===== src/jvpw_err_regs.vh =====
// Register map, field positions, codes and timing constants of the error/delay block
`ifndef JVPW_ERR_REGS_VH
`define JVPW_ERR_REGS_VH

// Byte offsets on the register bus
`define JVPW_OFS_DELAY 8'h00
`define JVPW_OFS_CTRL1 8'h04
`define JVPW_OFS_CTRL2 8'h08
`define JVPW_OFS_SVR 8'h0C
`define JVPW_OFS_DATA 8'h10

// Delay configuration fields and reset value
`define JVPW_DLY_XCVR_BIT 7
`define JVPW_DLY_RX_POLARITY_BIT_BIT 6
`define JVPW_DLY_OFS_MSB 3
`define JVPW_DLY_OFS_LSB 0
`define JVPW_DLY_RESET 8'h47

// Control fields
`define JVPW_CTRL1_IE_BIT 1
`define JVPW_CTRL2_TEOD_BIT 0

// State vector codes
`define JVPW_SV_NONE 8'h00
`define JVPW_SV_TXEMPTY 8'h0C
`define JVPW_SV_LOA 8'h14
`define JVPW_SV_CRC 8'h18
`define JVPW_SV_INVALID 8'h1C

// CRC
`define JVPW_CRC_INIT 8'hFF
`define JVPW_CRC_POLY 8'h1D
`define JVPW_CRC_RESIDUE 8'hC4

// Symbol codes from the receive decoder
`define JVPW_RX_ZERO 3'h0
`define JVPW_RX_ONE 3'h1
`define JVPW_RX_SOF 3'h2
`define JVPW_RX_EOD 3'h3
`define JVPW_RX_EOF 3'h4
`define JVPW_RX_BREAK 3'h5
`define JVPW_RX_INVALID 3'h6

// Symbol codes to the transmit encoder
`define JVPW_TX_SOF 2'h0
`define JVPW_TX_ZERO 2'h1
`define JVPW_TX_ONE 2'h2
`define JVPW_TX_EOD 2'h3

// Transceiver delay timing
`define JVPW_DELAY_MIN_US 5'h09
// Cycles in one microsecond of the 20 MHz clock
`define JVPW_US_CYCLES 9'h014

`endif


===== src/jvpw_err_delay.v =====
// Error detection, block-mode transmit and transceiver delay configuration
// Behaviour
// - Block messages of any length are sent
// - Own-message error stops drive, reports 1C
// - Transmission error raises interrupt when enabled
// - Receive residue not C4 flags code 18
// - CRC error interrupts, then hunt for SOF
// - Invalid symbol: 1C receiving, 14 transmitting
// - Invalid stays pending behind lost arbitration
// - EOD/EOF mid-byte is framing error 1C
// - Active symbol while sending EOD: framing
// - Framing error interrupts, waits for SOF
// - Never start while bus held active
// - Shorted low: SOF unseen, abort, stay idle
// - Recovers after fault without reset
// - BREAK while receiving or sending gives 1C, read clears, idle then SOF
// - No BREAK is ever transmitted
// - Noise during own transmission aborts at once
// - Delay 16 us default, 9 to 24
// - Delay register written once, always readable
// - Transceiver select: 1 on-chip, 0 external
// - Polarity 1 passes receive, 0 inverts
// - Offset code maps to 9 plus code us
// - Interrupt enable gates every request
// - Tx-empty once shadow moved to shifter
`include "jvpw_err_regs.vh"

module jvpw_err_delay (
   input wire ref_clk,
   input wire rst,
   input wire wb_cyc_i,
   input wire wb_stb_i,
   input wire wb_we_i,
   input wire [7:0] wb_adr_i,
   input wire [3:0] wb_sel_i,
   input wire [31:0] wb_dat_i,
   output reg [31:0] wb_dat_o,
   output reg wb_ack_o,
   input wire rxPin,
   output wire rxLevel,
   input wire rxSymStrobe,
   input wire [2:0] rxSymCode,
   input wire busIdle,
   output wire txReq,
   output reg [1:0] txSym,
   input wire txSymDone,
   output wire txDrive,
   output wire xcvrSelect,
   output wire [3:0] delayOffset,
   output wire [4:0] delayUs,
   output wire [8:0] delayCycles,
   output wire irq
);

   localparam [4:0] TX_IDLE = 5'b00001;
   localparam [4:0] TX_SOF = 5'b00010;
   localparam [4:0] TX_DATA = 5'b00100;
   localparam [4:0] TX_CRC = 5'b01000;
   localparam [4:0] TX_EOD = 5'b10000;

   function [7:0] crcBit;
      input [7:0] crc;
      input b;
      begin
         crcBit = {crc[6:0], 1'b0} ^ ((crc[7] ^ b) ? `JVPW_CRC_POLY : 8'h00);
      end
   endfunction

   reg [7:0] delayCfg_r;
   reg delayLocked_r;
   reg irqEnable_r;
   reg teod_r;
   reg [7:0] shadow_r;
   reg shadowFull_r;
   reg [7:0] txShift_r;
   reg [2:0] txBitCnt_r;
   reg [7:0] txCrc_r;
   reg [4:0] txState_r;
   reg sofSeen_r;
   reg rxSync1_r;
   reg rxSync2_r;
   reg rxHunt_r;
   reg rxIdleWait_r;
   reg [2:0] rxBitCnt_r;
   reg [7:0] rxShift_r;
   reg [7:0] rxByte_r;
   reg [7:0] rxCrc_r;
   reg loaPend_r;
   reg crcPend_r;
   reg invPend_r;

   // Bus access decode
   wire busReq = wb_cyc_i & wb_stb_i & ~wb_ack_o;
   wire wrLow = busReq & wb_we_i & wb_sel_i[0];
   wire svRead = busReq & ~wb_we_i & (wb_adr_i == `JVPW_OFS_SVR);
   wire wrDelay = wrLow & (wb_adr_i == `JVPW_OFS_DELAY);
   wire wrCtrl1 = wrLow & (wb_adr_i == `JVPW_OFS_CTRL1);
   wire wrCtrl2 = wrLow & (wb_adr_i == `JVPW_OFS_CTRL2);
   wire wrData = wrLow & (wb_adr_i == `JVPW_OFS_DATA);

   // Delay configuration outputs
   wire rx_polarity_bit = delayCfg_r[`JVPW_DLY_RX_POLARITY_BIT_BIT];
   assign xcvrSelect = delayCfg_r[`JVPW_DLY_XCVR_BIT];
   assign delayOffset = delayCfg_r[`JVPW_DLY_OFS_MSB:`JVPW_DLY_OFS_LSB];
   assign delayUs = {1'b0, delayOffset} + `JVPW_DELAY_MIN_US;
   assign delayCycles = delayUs * `JVPW_US_CYCLES;

   // Receive pin through two flops, then polarity
   always @(posedge ref_clk or posedge rst) begin
      if (rst) begin
         rxSync1_r <= 1'b0;
         rxSync2_r <= 1'b0;
      end else begin
         rxSync1_r <= rxPin;
         rxSync2_r <= rxSync1_r;
      end
   end
   assign rxLevel = rx_polarity_bit ? rxSync2_r : ~rxSync2_r;

   // Transmit side
   wire txBusy = ~txState_r[0];
   assign txReq = txBusy;
   assign txDrive = txBusy;

   wire rxSof = rxSymStrobe & (rxSymCode == `JVPW_RX_SOF);
   wire rxEnd = rxSymStrobe & ((rxSymCode == `JVPW_RX_EOD) | (rxSymCode == `JVPW_RX_EOF));
   wire rxBit = rxSymStrobe & ((rxSymCode == `JVPW_RX_ZERO) | (rxSymCode == `JVPW_RX_ONE));
   wire rxBreak = rxSymStrobe & (rxSymCode == `JVPW_RX_BREAK);
   wire rxInvalid = rxSymStrobe & (rxSymCode == `JVPW_RX_INVALID);
   wire rxListen = ~rxHunt_r | txBusy;

   // Error events
   wire symErr = rxInvalid & rxListen;
   wire frameErr = rxEnd & ~rxHunt_r & (rxBitCnt_r != 3'h0);
   wire eodClash = (txState_r == TX_EOD) & (rxBit | rxSof);
   wire breakErr = rxBreak & rxListen;
   wire sofMiss = (txState_r == TX_SOF) & txSymDone & ~sofSeen_r & ~rxSof;
   wire crcErr = rxEnd & ~rxHunt_r & (rxBitCnt_r == 3'h0)
      & (rxSymCode == `JVPW_RX_EOD) & (rxCrc_r != `JVPW_CRC_RESIDUE);

   wire setLoa = symErr & txBusy;
   wire setInv = symErr | frameErr | eodClash | breakErr | sofMiss;
   wire setCrc = crcErr;
   wire txAbort = txBusy & (symErr | breakErr | eodClash | sofMiss
      | (rxEnd & (rxBitCnt_r != 3'h0)));

   // Tx-empty visible only while a message is going and before end is asked
   wire txEmpty = txBusy & ~shadowFull_r & ~teod_r;

   // Presented state vector, highest priority first
   reg [7:0] svCode;
   always @* begin
      if (loaPend_r) begin
         svCode = `JVPW_SV_LOA;
      end else if (crcPend_r) begin
         svCode = `JVPW_SV_CRC;
      end else if (invPend_r) begin
         svCode = `JVPW_SV_INVALID;
      end else if (txEmpty) begin
         svCode = `JVPW_SV_TXEMPTY;
      end else begin
         svCode = `JVPW_SV_NONE;
      end
   end

   assign irq = irqEnable_r & (loaPend_r | crcPend_r | invPend_r | txEmpty);

   // Next symbol for the encoder; no BREAK code exists here
   always @* begin
      if (txState_r == TX_SOF) begin
         txSym = `JVPW_TX_SOF;
      end else if (txState_r == TX_EOD) begin
         txSym = `JVPW_TX_EOD;
      end else begin
         txSym = txShift_r[7] ? `JVPW_TX_ONE : `JVPW_TX_ZERO;
      end
   end

   // Register bus slave
   always @(posedge ref_clk or posedge rst) begin
      if (rst) begin
         wb_ack_o <= 1'b0;
         wb_dat_o <= 32'h00000000;
      end else begin
         wb_ack_o <= busReq;
         if (busReq & ~wb_we_i) begin
            if (wb_adr_i == `JVPW_OFS_DELAY) begin
               wb_dat_o <= {24'h000000, delayCfg_r};
            end else if (wb_adr_i == `JVPW_OFS_CTRL1) begin
               wb_dat_o <= {30'h0, irqEnable_r, 1'b0};
            end else if (wb_adr_i == `JVPW_OFS_CTRL2) begin
               wb_dat_o <= {31'h0, teod_r};
            end else if (wb_adr_i == `JVPW_OFS_SVR) begin
               wb_dat_o <= {24'h000000, svCode};
            end else if (wb_adr_i == `JVPW_OFS_DATA) begin
               wb_dat_o <= {24'h000000, rxByte_r};
            end else begin
               wb_dat_o <= 32'h00000000;
            end
         end
      end
   end

   // Configuration registers
   always @(posedge ref_clk or posedge rst) begin
      if (rst) begin
         delayCfg_r <= `JVPW_DLY_RESET;
         delayLocked_r <= 1'b0;
         irqEnable_r <= 1'b0;
      end else begin
         if (wrDelay & ~delayLocked_r) begin
            delayCfg_r <= {wb_dat_i[7:6], 2'b00, wb_dat_i[3:0]};
            delayLocked_r <= 1'b1;
         end
         if (wrCtrl1) begin
            irqEnable_r <= wb_dat_i[`JVPW_CTRL1_IE_BIT];
         end
      end
   end

   // Pending flags: a new event wins over the read that clears it
   always @(posedge ref_clk or posedge rst) begin
      if (rst) begin
         loaPend_r <= 1'b0;
         crcPend_r <= 1'b0;
         invPend_r <= 1'b0;
      end else begin
         loaPend_r <= setLoa | (loaPend_r & ~(svRead & (svCode == `JVPW_SV_LOA)));
         crcPend_r <= setCrc | (crcPend_r & ~(svRead & (svCode == `JVPW_SV_CRC)));
         invPend_r <= setInv | (invPend_r & ~(svRead & (svCode == `JVPW_SV_INVALID)));
      end
   end

   // Shadow byte and end-of-data request
   wire txLoad = (txState_r == TX_IDLE) & shadowFull_r & busIdle & ~rxLevel;
   wire txByteDone = (txState_r == TX_DATA) & txSymDone & (txBitCnt_r == 3'h7);
   wire shadowTake = txLoad | (txByteDone & shadowFull_r & ~txAbort);

   always @(posedge ref_clk or posedge rst) begin
      if (rst) begin
         shadow_r <= 8'h00;
         shadowFull_r <= 1'b0;
         teod_r <= 1'b0;
      end else begin
         if (wrData) begin
            shadow_r <= wb_dat_i[7:0];
            shadowFull_r <= 1'b1;
         end else if (txAbort) begin
            shadowFull_r <= 1'b0;
         end else if (shadowTake) begin
            shadowFull_r <= 1'b0;
         end
         if (wrCtrl2 & wb_dat_i[`JVPW_CTRL2_TEOD_BIT]) begin
            teod_r <= 1'b1;
         end else if (txAbort | ((txState_r == TX_EOD) & txSymDone)) begin
            teod_r <= 1'b0;
         end
      end
   end

   // Transmit state machine
   always @(posedge ref_clk or posedge rst) begin
      if (rst) begin
         txState_r <= TX_IDLE;
         txShift_r <= 8'h00;
         txBitCnt_r <= 3'h0;
         txCrc_r <= `JVPW_CRC_INIT;
         sofSeen_r <= 1'b0;
      end else if (txAbort) begin
         txState_r <= TX_IDLE;
         sofSeen_r <= 1'b0;
      end else begin
         case (txState_r)
            TX_IDLE: begin
               if (txLoad) begin
                  txShift_r <= shadow_r;
                  txBitCnt_r <= 3'h0;
                  txCrc_r <= `JVPW_CRC_INIT;
                  sofSeen_r <= 1'b0;
                  txState_r <= TX_SOF;
               end
            end
            TX_SOF: begin
               if (rxSof) begin
                  sofSeen_r <= 1'b1;
               end
               if (txSymDone) begin
                  txState_r <= TX_DATA;
               end
            end
            TX_DATA: begin
               if (txSymDone) begin
                  txCrc_r <= crcBit(txCrc_r, txShift_r[7]);
                  txBitCnt_r <= txBitCnt_r + 3'h1;
                  if (txBitCnt_r == 3'h7) begin
                     if (shadowFull_r) begin
                        txShift_r <= shadow_r;
                     end else begin
                        txShift_r <= ~crcBit(txCrc_r, txShift_r[7]);
                        txState_r <= TX_CRC;
                     end
                  end else begin
                     txShift_r <= {txShift_r[6:0], 1'b0};
                  end
               end
            end
            TX_CRC: begin
               if (txSymDone) begin
                  txBitCnt_r <= txBitCnt_r + 3'h1;
                  txShift_r <= {txShift_r[6:0], 1'b0};
                  if (txBitCnt_r == 3'h7) begin
                     txState_r <= TX_EOD;
                  end
               end
            end
            TX_EOD: begin
               if (txSymDone) begin
                  txState_r <= TX_IDLE;
               end
            end
            default: begin
               txState_r <= TX_IDLE;
            end
         endcase
      end
   end

   // Receive framing, CRC check and SOF hunt
   always @(posedge ref_clk or posedge rst) begin
      if (rst) begin
         rxHunt_r <= 1'b1;
         rxIdleWait_r <= 1'b0;
         rxBitCnt_r <= 3'h0;
         rxShift_r <= 8'h00;
         rxByte_r <= 8'h00;
         rxCrc_r <= `JVPW_CRC_INIT;
      end else begin
         if (rxBreak) begin
            rxHunt_r <= 1'b1;
            rxIdleWait_r <= 1'b1;
         end else if (rxIdleWait_r) begin
            if (busIdle) begin
               rxIdleWait_r <= 1'b0;
            end
         end else if (rxSof) begin
            rxHunt_r <= 1'b0;
            rxBitCnt_r <= 3'h0;
            rxCrc_r <= `JVPW_CRC_INIT;
         end else if (~rxHunt_r) begin
            if (symErr | frameErr | eodClash | setCrc) begin
               rxHunt_r <= 1'b1;
            end else if (rxEnd) begin
               rxHunt_r <= 1'b1;
            end else if (rxBit) begin
               rxShift_r <= {rxShift_r[6:0], rxSymCode[0]};
               rxCrc_r <= crcBit(rxCrc_r, rxSymCode[0]);
               rxBitCnt_r <= rxBitCnt_r + 3'h1;
               if (rxBitCnt_r == 3'h7) begin
                  rxByte_r <= {rxShift_r[6:0], rxSymCode[0]};
               end
            end
         end
      end
   end

endmodule // jvpw_err_delay


===== config.mk =====
export PLATFORM = sky130hd
export DESIGN_NAME = jvpw_err_delay
export DESIGN_NICKNAME = d
export VERILOG_FILES = /design/src/jvpw_err_delay.v
export VERILOG_INCLUDE_DIRS = /design/src /design/src/src
export SDC_FILE = /design/constraint.sdc
export NUM_CORES = 1
export LEC_CHECK = 0
export BUFFER_PORTS_ARGS = -buffer_cell sky130_fd_sc_hd__buf_2
export CAP_MARGIN = 20
export CORE_MARGIN = 4
export CORE_UTILIZATION = 49
export DETAILED_ROUTE_END_ITERATION = 12
export GPL_TIMING_DRIVEN = 0
export PLACE_DENSITY_LB_ADDON = 0.2
export SYNTH_ARGS = -nofsm -noshare
export SYNTH_HDL_FRONTEND = slang
export SYNTH_SLANG_ARGS = --single-unit

===== constraint.sdc =====
create_clock -name ref_clk -period 2.35 [get_ports ref_clk]
set_clock_uncertainty 0.1 [all_clocks]
set_input_delay 0.1175 -clock ref_clk [delete_from_list [all_inputs] [get_ports ref_clk]]
set_output_delay 0.1175 -clock ref_clk [all_outputs]
set_load 0.02 [all_outputs]

# Word level (Yosys, flattened, before mapping)
# Cells that the tools add are included.
dict set report word_totals {
  regBits 109
  in_bits 56
  out_inout_bits 58
  word_cells 244
}
dict set report classes {
  addsub 3
  multipliers 1
  eq_ne 38
  mux 65
  bitwise_logic 93
  n_reduce_logical 20
}
# cell n
set ops {}
lappend ops {{two-way mux 8 bit} 17}
lappend ops {{two-way mux 5 bit} 14}
lappend ops {{AND 1 bit} 48}
lappend ops {{equality test 8 x 5 -> 1 bit (second input constant)} 4}
lappend ops {{case mux 5 bit (5 select lines)} 1}
lappend ops {{!= test 3 bit (second input constant)} 8}
lappend ops {{case mux 8 bit (3 select lines)} 1}
lappend ops {{two-way mux 3 bit} 7}
lappend ops {{bitwise OR 1 bit} 21}
lappend ops {{NOT 1 bit} 19}
lappend ops {{two-way mux 1 bit} 18}
lappend ops {{equality test 8 x 4 -> 1 bit (second input constant)} 2}
lappend ops {{case mux 8 bit (2 select lines)} 1}
lappend ops {{AND reduction 8 bit} 2}
lappend ops {{XOR 8 x 5 -> 8 bit} 2}
lappend ops {{equality test 3 bit (second input constant)} 5}
lappend ops {{nonzero test 3 bit} 4}
lappend ops {{!= test 2 bit (second input constant)} 5}
lappend ops {{equality test 8 x 3 -> 1 bit (second input constant)} 1}
lappend ops {{zero test 8 bit} 1}
lappend ops {{!= test 8 bit (second input constant)} 1}
lappend ops {{NOT 8 bit} 1}
lappend ops {{AND reduction 4 bit} 2}
lappend ops {{nonzero test 2 bit} 4}
lappend ops {{23 further kinds} 31}

# Logic depth before layout (Yosys ltp)
# Gate-level depths: netlist (run 1).
dict set report depth {
  depth_word 15
  depth_mapped 8
  depth_no_buf 7
}

# Worst setup path before layout (run 1)
# No wires, ideal clock.
dict set report synth_path {
  path_type {register to output}
  start {register delayCfg_r[0]}
  end {output port delayCycles[8]}
  t_arrival_ns 2.388
  required_time_ns 2.132
  setup_slack_ns -0.255
  stages_incl_launch_ff 8
  path_buffers 0
  path_cell_list {dfstp_2 -> ha_1 -> xor2_1 -> ha_1 -> ha_1 -> a21o_1 -> a21oi_1 -> xnor2_1}
}
dict set report synth_via {
  elab_chain_len 2
}
# item line_no
set synth_lines {}
lappend synth_lines {{from (decl)} jvpw_err_delay.v:69} ;# reg [7:0] delayCfg_r;
lappend synth_lines {{from (signal assigned)} jvpw_err_delay.v:207} ;# delayCfg_r <= `JVPW_DLY_RESET;
lappend synth_lines {{from (signal assigned)} jvpw_err_delay.v:212} ;# delayCfg_r <= {wb_dat_i[7:6], 2'b00, wb_dat_i[3:0]};
lappend synth_lines {{adder 4 x 4 -> 5 bit (no line)} -}
lappend synth_lines {{net delayUs[2]} jvpw_err_delay.v:50} ;# output wire [4:0] delayUs,
lappend synth_lines {{multiplier 5 x 3 -> 7 bit (no line)} -}
lappend synth_lines {{to (decl)} jvpw_err_delay.v:51} ;# output wire [8:0] delayCycles,
# The timed path passes the listed nets, and every way through them passes these cells.

# Final worst setup path (run 1)
dict set report layout_path {
  start {register delayCfg_r[0]}
  end {output port delayCycles[8]}
}
dict set report layout_via {
  elab_chain_len 2
}
# item
set layout_lines {}
lappend layout_lines {{adder 4 x 4 -> 5 bit (no line)}}
lappend layout_lines {{multiplier 5 x 3 -> 7 bit (no line)}}
# Every way passes these cells.

==> results.yml, run 1 <==
run_status:
  run_status: "complete, but fails checks"
  violations: "setup timing"
cts:
  cts_tree: "done"
  clock_sinks: 85
  numCtsBuffers: 9
  clkSlewWorstSetupHoldPaths_ns: 0.08
  h-tree-depth: 3
  clock_latency_ns: 0.36
  root_buffer: "clkbuf_8"
  clk_path_buf_depth: 2
timing:
  period_share_pct: 110.1
  drv_slew: 0
  worst_slack_ns: -0.2370
  final_hold_viol_count: 0
  fin_crit_ns: 2.587
  grt_setup_unrepaired: "true"
  holdWs_ns: 0.04678
  fmax_ghz: 0.3865
  setup_violations: 3
  max_slew_margin_pct: 51.44
  worstMarginPinSlew_ns: 0.7236
placed_design:
  portBuffers: 58
  dpl.cell_count: 685
  place_congestion: 0.8576
  hpwl_mm: 8.270
  placed_area_mm2: 0.005660
grt:
  use_met1_pct: 26.87
  antenna_found_initial: 0
  use_met3_pct: 2.724
  track_usage_pct: 20.30
  grt_max_degree: 41
  grt_remaining_overflow: 0
  grt_use_met2_pct: 33.80
  grt_first_pass_wirelength_mm: 18.85
  grt_pass1_vias: 3804
  busiest_layer: "met2"
floorplan:
  rows: 36
  die_x_um: 108.8
  dieArea_mm2: 0.01183
  boundaryPins: 114
  die_h_um: 108.8
  initial_core_util_pct: 50.66
  fp.coreArea_mm2: 0.009819
synth:
  async_flop_share_pct: 100.0
  synth_edf_count: 0
  yosysSeqAreaShare_pct: 43.31
  syn_area_mm2: 0.004975
  syn_area_per_cell_um2: 10.65
  synth-seq-cells: 85
  ys_warn_count: 0
  synthDistinctLibCells: 80
  postSynthCellCount: 467
  synth_flop_cell: "dfrtp_1"
worst_setup_path:
  worstSetupPathType: "reg2out"
  startpoint_type: "flop"
  r2r_slack_ns: 0.12
  crit_path_max_fanout: 3
  arrival_ns: 2.37
  ff2ff_path_depth: 7
  end_kind: "output port"
  cp.required_ns: 2.13
finish:
  areaGrowthSynthToFinish_pct: 26.53
  nets: 660
  postLayoutCoreUtil_pct: 64.11
  fillers: 804
  drive_gt1_share_pct: 35.74
  stdcell_count: 729
  final_area_mm2: 0.006295
  antennaDiodeCount: 0
drt:
  drt-total-wl_mm: 11.33
  drc_errors: 0
  drtIter0Drc: 216
  viasPerCell: 5.299
  wire_per_inst_um: 15.53
  ant_nets: 0
  firstDrtPassIters: 5
  vias: 3863
job:
  drv_cap: 0
power:
  p_total_w: 0.003614
  cellPowerDensity_mw_per_mm2: 574.1
  ir_worst_vdd_mv: 0.2812
  leakagePower_nw: 2.954
hold_path:
  hold_class: "in2reg"
  hold_depth: 4
[layout make-up]
type	instances	area, µm²	share of cell area, %
Multi-Input combinational cell	342	2683	42.62
Clock buffer	10	127.6	2.027
Timing Repair Buffer	88	624.3	9.919
Buffer	53	356.6	5.665
Tap cell	133	166.4	2.644
Sequential cell	85	2155	34.23
Clock inverter	6	133.9	2.127
Inverter	12	48.80	0.7752
[report_power, final]
part | internal (W) | leakage (nW) | total, W | switching [W]
combinational | 0.000256 | 1.74 | 0.000560 | 0.000304
sequential | 0.00162 | 1.08 | 0.00171 | 0.0000954
clock | 0.000816 | 0.131 | 0.00134 | 0.000528
total | 0.00269 | 2.95 | 0.00361 | 0.000927
[worst paths after layout]
kind,endpoint,start
worst max-delay path,delayCycles[8],delayCfg_r[0]$_DFFE_PP1P_
worst min-delay path,wb_dat_o[0]$_DFFE_PP0P_,wb_adr_i[5]
worst max register to register,txShift_r[7]$_DFFE_PP0P_,txBitCnt_r[0]$_DFFE_PP0P_
worst min register to register,rxSync2_r$_DFF_PP0_,rxSync1_r$_DFF_PP0_
max in group asynchronous,txCrc_r[7]$_DFFE_PP1P_,rst
min in group asynchronous,rxByte_r[4]$_DFFE_PP0P_,rst
[layer usage]
layer | up-vias | share of wire (%)
li1 | 1863 | -
met1 | 1852 | 45
met2 | 131 | 47
met3 | 17 | 6.0
met4 | 0 | 2.1
met5 | - | 0
[metrics by stage]
stage          setup TNS [ns]  setup WS (ns)
4_1_cts               -0.8038        -0.2774
2_1_floorplan               0        0.01954
3_5_place_dp          -0.3638        -0.1349
6_report              -0.6557        -0.2370
5_1_grt               -0.8322        -0.3068
3_3_place_gp          -0.2147       -0.08790
[layout by cell type (no fill, tap or decap), types with 9 or more instances in the layout]
cell and count:
buf_4 44, a21oi_1 12, nand3_1 12, mux2_1 12
buf_2 60, dfstp_2 22, inv_1 11, nor2_1 16
nand2b_1 15, mux2_4 16, nor2b_1 11, o21ai_0 21
nand2_1 55, conb_1 26, mux2_2 10, clkbuf_1 10
dfrtp_1 63, dlygate4sd3_1 16, clkbuf_8 9
[worst max-delay path: stages, from the launching register on]
cell     delay (ns)
dfstp_2        0.60
ha_4           0.18
xor2_4         0.19
ha_4           0.23
ha_4           0.20
a21o_1         0.16
a21oi_2        0.17
xnor2_2        0.12
buf_4          0.16
[cells in the mapped netlist, types with 3 or more instances]
cell / count / area share, %
a2bb2oi_1: 6 / 1.1
inv_1: 12 / 0.91
and2_1: 3 / 0.38
mux2_1: 12 / 2.7
mux2i_1: 5 / 1.0
xnor2_1: 8 / 1.4
o21ai_0: 21 / 2.1
buf_6: 3 / 0.68
nand2_1: 55 / 4.1
mux2_4: 16 / 4.8
nand4_1: 4 / 0.50
o22ai_1: 3 / 0.38
and3_1: 3 / 0.38
mux2_2: 10 / 2.3
o211ai_1: 6 / 0.91
a21o_1: 3 / 0.45
o22a_1: 5 / 0.88
nor2_1: 16 / 1.2
dfrtp_1: 63 / 32
a22o_1: 3 / 0.53
a211o_1: 3 / 0.53
nor3_1: 6 / 0.60
ha_1: 12 / 3.0
buf_2: 5 / 0.50
xor2_1: 4 / 0.70
nand2b_1: 15 / 1.9
clkbuf_1: 10 / 0.75
nand3_1: 13 / 1.3
dfstp_2: 22 / 12
buf_4: 34 / 5.1
nor2b_1: 11 / 1.4
o31ai_1: 4 / 0.60
a21oi_1: 13 / 1.3
[registers in the layout (all words and copies together), names as in the netlist, 3 cells and up]
name	count
rxByte_r	8
wb_dat_o	8
txShift_r	8
txCrc_r	8
shadow_r	8
rxBitCnt_r	3
rxShift_r	7
delayCfg_r	6
txState_r	5
txBitCnt_r	3
rxCrc_r	8
[logic make-up after synthesis]
family	count (synthesis)	synth area share (%)
AO/OA/AOI/OAI	94	14.21
multiplexers	43	10.81
adder cells (fa/ha/maj)	13	3.420
buffers and inverters	65	8.048
flip-flops	85	43.31
AND/OR/NAND/NOR	153	17.68
other	1	0.07538
XOR/XNOR	13	2.440
[what timing repair did]
action / in CTS / in global routing
buffers inserted: 8 / 4
hold buffers: 16 / 0
gates resized for setup: 12 / 5
hold endpoints to repair: 86 / 0
gates cloned: 0 / 0
endpoints found under the setup margin: 4 / 11
pin swaps: 10 / 12
Power figures use the tool's default switching activity.
==> inputs of run 2 (changes only) <==
- GPL_TIMING_DRIVEN: 0 -> default
==> run 2 against run 1 <==
The run still ends with setup timing left; die area unchanged; sequential power about the same; fmax down 1.1%; non-clock buffer count down 37; flip-flop and latch count unchanged; sequential share of layout area up 1.9 points; setup slack worse by 0.028 ns; routed wire length down 0.42%; global-route usage down 0.27 points; design area down 5.2%; clock power down 13%; total power down 6.3%; critical path type unchanged.
==> results.yml, run 2 (synthesis gave the netlist of run 1 again) <==
timing:
  final_hold_viol_count: 0
  drv_slew: 0
  holdWs_ns: 0.04413
  setup_violations: 3
  fin_crit_ns: 2.615
  worst_slack_ns: -0.2653
  grt_setup_unrepaired: "true"
  period_share_pct: 111.3
  worstMarginPinSlew_ns: 0.7436
  max_slew_margin_pct: 50.09
  fmax_ghz: 0.3824
worst_setup_path:
  worstSetupPathType: "reg2out"
  arrival_ns: 2.40
  critical_path.cell_chain: "ha_4 -> xor2_4 -> ha_4 -> ha_4 -> a21o_1 -> a21oi_2 -> xnor2_2 -> buf_4"
  slowest_delay_ns: 0.60
  path_common_cell: "ha_4"
  end_kind: "output port"
  cp.required_ns: 2.13
  crit_slowest_cell: "dfstp_2"
  startpoint_type: "flop"
  crit_path_max_fanout: 3
floorplan:
  boundaryPins: 114
  fp.coreArea_mm2: 0.009819
  die_h_um: 108.8
  rows: 36
  die_x_um: 108.8
  dieArea_mm2: 0.01183
  initial_core_util_pct: 50.66
finish:
  nets: 623
  final_common_cell: "dfrtp_1"
  areaGrowthSynthToFinish_pct: 20.00
  fillers: 839
  antennaDiodeCount: 0
  final_cell_mix: "dfrtp_1, buf_2, nand2_1"
  drive_gt1_share_pct: 33.45
  postLayoutCoreUtil_pct: 60.79
power:
  intPower_w: 0.002441
  seq_power_share_pct: 50.9
  ir_worst_vdd_mv: 0.3029
  leakagePower_nw: 2.745
  switching_power_w: 0.0009455
  p_total_w: 0.003386
  switching_share_pct: 27.92
  pwr-share-clk_pct: 34.1
  cellPowerDensity_mw_per_mm2: 567.3
  combPwrFrac_pct: 15.0
run_status:
  violations: "setup timing"
  run_status: "complete, but fails checks"
cts:
  clk_path_buf_depth: 2
  clock_sinks: 85
  numCtsBuffers: 9
  root_buffer: "clkbuf_8"
  clock_latency_ns: 0.37
  clkSlewWorstSetupHoldPaths_ns: 0.08
  cts_tree: "done"
  h-tree-depth: 3
placed_design:
  place_congestion: 0.8677
  post-place-ws_ns: -0.08925
  portBuffers: 60
  hpwl_mm: 8.243
drt:
  drt-met1-wl_mm: 5.256
  top_layer: "met4"
  vias: 3754
  wire_per_inst_um: 16.30
  viasPerCell: 5.425
  drtIter0Drc: 230
  wl_met2_mm: 5.306
  drt-total-wl_mm: 11.28
  dr_wl_met3_um: 638
  firstDrtPassIters: 5
  drc_errors: 0
  ant_nets: 0
grt:
  grt_first_pass_wirelength_mm: 18.44
  grt_pass1_vias: 3714
  track_usage_pct: 20.03
  antenna_found_initial: 0
  grt_max_degree: 50
  grt_remaining_overflow: 0
job:
  drv_cap: 0
hold_path:
  hold_class: "in2reg"
run 2: cell count changes in the layout (fill, tap and decap cells not counted), sizes merged:
cell and delta:
bufinv -2, clkbuf -11, clkinvlp +2, dlygate4sd3 +1
clkinv +1, buf -28
run 2: power groups by stage:
| stage | clock network [W] | registers (W) | logic, W |
|---|---|---|---|
| 5_1_grt | 0.00124 | 0.00174 | 0.000562 |
| 3_5_place_dp | 0 | 0.00175 | 0.000479 |
| 6_report | 0.00116 | 0.00172 | 0.000507 |
| 3_3_place_gp | 0 | 0.00174 | 0.000467 |
| 2_1_floorplan | 0 | 0.00173 | 0.000383 |
| 4_1_cts | 0.00118 | 0.00172 | 0.000506 |
run 2: worst paths after layout:
check | start | endpoint | slack (ns) | cells past startpoint
hold / removal | rxSymCode[1] | loaPend_r$_DFF_PP0_ | 0.04 | 3
setup / recovery | delayCfg_r[0]$_DFFE_PP1P_ | delayCycles[8] | -0.27 | 8
min in group asynchronous | rst | rxByte_r[5]$_DFFE_PP0P_ | 0.33 | 4
setup reg to reg | txState_r[3]$_DFFE_PP0P_ | txShift_r[5]$_DFFE_PP0P_ | 0.11 | 6
max in group asynchronous | rst | txShift_r[7]$_DFFE_PP0P_ | 1.33 | 4
hold reg to reg | rxSync1_r$_DFF_PP0_ | rxSync2_r$_DFF_PP0_ | 0.26 | 0
run 2: stage by stage:
step / TNS [ns] / instance area (µm²) / instances
5_1_grt: -0.9840 / 5969 / 692
4_1_cts: -0.8145 / 5931 / 692
6_report: -0.7364 / 5969 / 692
2_1_floorplan: 0 / 5164 / 492
3_3_place_gp: 0 / 5460 / 655
3_5_place_dp: -0.08925 / 5460 / 655
run 2: repair_timing:
action / in CTS / in global routing
hold buffers: 17 / 0
resized for setup: 7 / 7
setup endpoints to repair: 3 / 11
pin swaps: 8 / 9
endpoints found under the hold margin: 86 / 0
setup buffers: 4 / 0
run 2: final cells by class:
class | count | area (µm²) | share of cell area, %
Clock buffer | 9 | 123.9 | 2.075
Clock inverter | 7 | 97.59 | 1.635
Multi-Input combinational cell | 342 | 2678 | 44.85
Inverter | 12 | 48.80 | 0.8174
Sequential cell | 85 | 2155 | 36.09
Tap cell | 133 | 166.4 | 2.788
Timing Repair Buffer | 104 | 700.7 | 11.74
run 2: per-layer routing:
metal  GRT usage (%)  vias up
li1                -     1790
met1           27.29     1836
met2           32.57      120
met3           3.848        8
met4           5.951        0
met5               0        -
run 2: critical path, delay by kind of cell, from the launching register on:
family	cells	cell delay, ns
xor+xnor	2	0.31
flops	1	0.60
compound gates	2	0.34
fa+ha+maj	3	0.62
buf+inv	1	0.16
==> inputs of run 3 (changes only) <==
- ABC_CLOCK_PERIOD_IN_PS: default -> 2710
- CORE_UTILIZATION: 49 -> 55
- clock period: 2.35 -> 2.71 ns (I/O delays scaled with it)
==> run 3 against run 2 <==
The flow now finishes without violations; routed wire length shrank 3.4%; sequential share of layout area grew 1.6 points; largest cell class unchanged; combinational power shrank 17%; critical endpoint unchanged; sequential power shrank 13%.
==> results.yml, run 3 (synthesis gave the netlist of run 1 again) <==
power:
  switching_power_w: 0.0008038
  pwr-share-clk_pct: 34.1
  leakagePower_nw: 2.641
  cellPowerDensity_mw_per_mm2: 510.3
  ir_worst_vdd_mv: 0.2392
  seq_power_share_pct: 51.4
  combPwrFrac_pct: 14.5
  switching_share_pct: 27.58
  intPower_w: 0.002110
floorplan:
  die_h_um: 103.1
  fp.coreArea_mm2: 0.008763
  boundaryPins: 114
  rows: 34
  initial_core_util_pct: 56.77
  dieArea_mm2: 0.01063
  die_x_um: 103.1
worst_setup_path:
  cp.required_ns: 2.47
  worstSetupPathType: "reg2out"
  arrival_ns: 2.44
  crit_path_max_fanout: 4
  r2r-start: "txState_r[3]$_DFFE_PP0P_"
  crit_path_start: "delayCfg_r[1]$_DFFE_PP1P_"
  startpoint_type: "flop"
  end_kind: "output port"
finish:
  final_cell_mix: "dfrtp_1, buf_2, nand2_1"
  nets: 608
  areaGrowthSynthToFinish_pct: 14.79
  final_common_cell: "dfrtp_1"
  fillers: 702
  antennaDiodeCount: 0
  multiInputGateArea_mm2: 0.002599
  regArea_mm2: 0.002155
  drive_gt1_share_pct: 30.51
grt:
  antenna_found_initial: 0
  grt_remaining_overflow: 0
  track_usage_pct: 20.99
  grt_first_pass_wirelength_mm: 17.57
  grt_pass1_vias: 3609
  grt_max_degree: 43
drt:
  drtIter0Drc: 180
  ant_nets: 0
  vias: 3678
  drc_errors: 0
  firstDrtPassIters: 4
  drt-total-wl_mm: 10.89
  wire_per_inst_um: 16.71
  viasPerCell: 5.641
timing:
  setup_violations: 0
  holdWs_ns: 0.009893
  worst_slack_ns: 0.03902
  fin_crit_ns: 2.671
  grt_setup_unrepaired: "true"
  drv_slew: 0
  max_slew_margin_pct: 51.81
  period_share_pct: 98.56
  final_hold_viol_count: 0
  worstMarginPinSlew_ns: 0.7221
  setup_tns_ns: 0
  fmax_ghz: 0.3744
cts:
  cts_tree: "done"
  h-tree-depth: 3
  clk_path_buf_depth: 2
  root_buffer: "clkbuf_8"
  clock_latency_ns: 0.35
  clock_sinks: 85
  clkSlewWorstSetupHoldPaths_ns: 0.09
  numCtsBuffers: 9
run_status:
  run_status: "finished clean"
placed_design:
  hpwl_mm: 7.800
  place_congestion: 0.8832
  portBuffers: 60
  post-place-ws_ns: 0.1369
job:
  drv_cap: 0
hold_path:
  min-delay-start: "wb_stb_i"
  hold_class: "in2reg"
## run 3: timing repair
item,in CTS,in global routing
setup endpoints to repair,3,2
hold endpoints to repair,56,0
hold buffers,15,0
setup buffers,5,2
gates cloned,0,0
pin swaps,1,10
gates resized for setup,10,4
## run 3: cell type report
type / instances / share of cell area [%]
multi-input cells: 342 / 45.51
well taps: 108 / 2.366
inverters: 12 / 0.8107
repair buffers: 89 / 9.816
flip-flops and latches: 85 / 37.73
clock buffers: 11 / 2.301
clock inverters: 5 / 1.468
## run 3: power groups by stage
stage	combinational (W)	sequential, W	clock [W]
finish	0.000422	0.00150	0.000995
CTS	0.000423	0.00150	0.00102
floorplan	0.000331	0.00150	0
detailed placement	0.000402	0.00152	0
global route	0.000467	0.00152	0.00106
global placement	0.000390	0.00151	0
## run 3: path summary, 6_finish.rpt
path / cells past startpoint / slack, ns / endpoint
hold reg to reg: 0 / 0.26 / rxSync2_r$_DFF_PP0_
min in group asynchronous: 3 / 0.30 / rxBitCnt_r[0]$_DFFE_PP0P_
hold / removal: 2 / 0.01 / wb_ack_o$_DFF_PP0_
max in group asynchronous: 4 / 1.38 / txCrc_r[0]$_DFFE_PP1P_
setup / recovery: 8 / 0.04 / delayCycles[8]
setup reg to reg: 5 / 0.28 / txShift_r[0]$_DFFE_PP0P_
## run 3: critical path, stage by stage, from the launching register on
cell	delay, ns
dfstp_2	0.60
ha_4	0.19
xor2_4	0.20
ha_4	0.24
ha_4	0.21
a21o_1	0.18
a21oi_2	0.15
xnor2_1	0.15
buf_4	0.18
## run 3: routing by layer
| layer | vias to the layer above | GRT usage [%] | routed length, µm |
|---|---|---|---|
| li1 | 1752 | - | - |
| met1 | 1805 | 28.89 | 5115 |
| met3 | 12 | 2.639 | 580 |
| met5 | - | 0 | 0 |
| met4 | 0 | 6.375 | 113 |
| met2 | 109 | 34.78 | 5083 |
## run 3: per-stage QoR
| step | utilization, % | std cells | cell area (µm²) | total power [W] |
|---|---|---|---|---|
| 2_1_floorplan | - | 492 | 5069 | 0.001833 |
| 3_3_place_gp | 59.37 | 614 | 5202 | 0.001905 |
| 3_5_place_dp | 59.37 | 614 | 5202 | 0.001921 |
| 4_1_cts | 64.71 | 650 | 5670 | 0.002935 |
| 5_1_grt | 65.16 | 652 | 5710 | 0.003048 |
| 6_report | 65.16 | 652 | 5710 | 0.002914 |
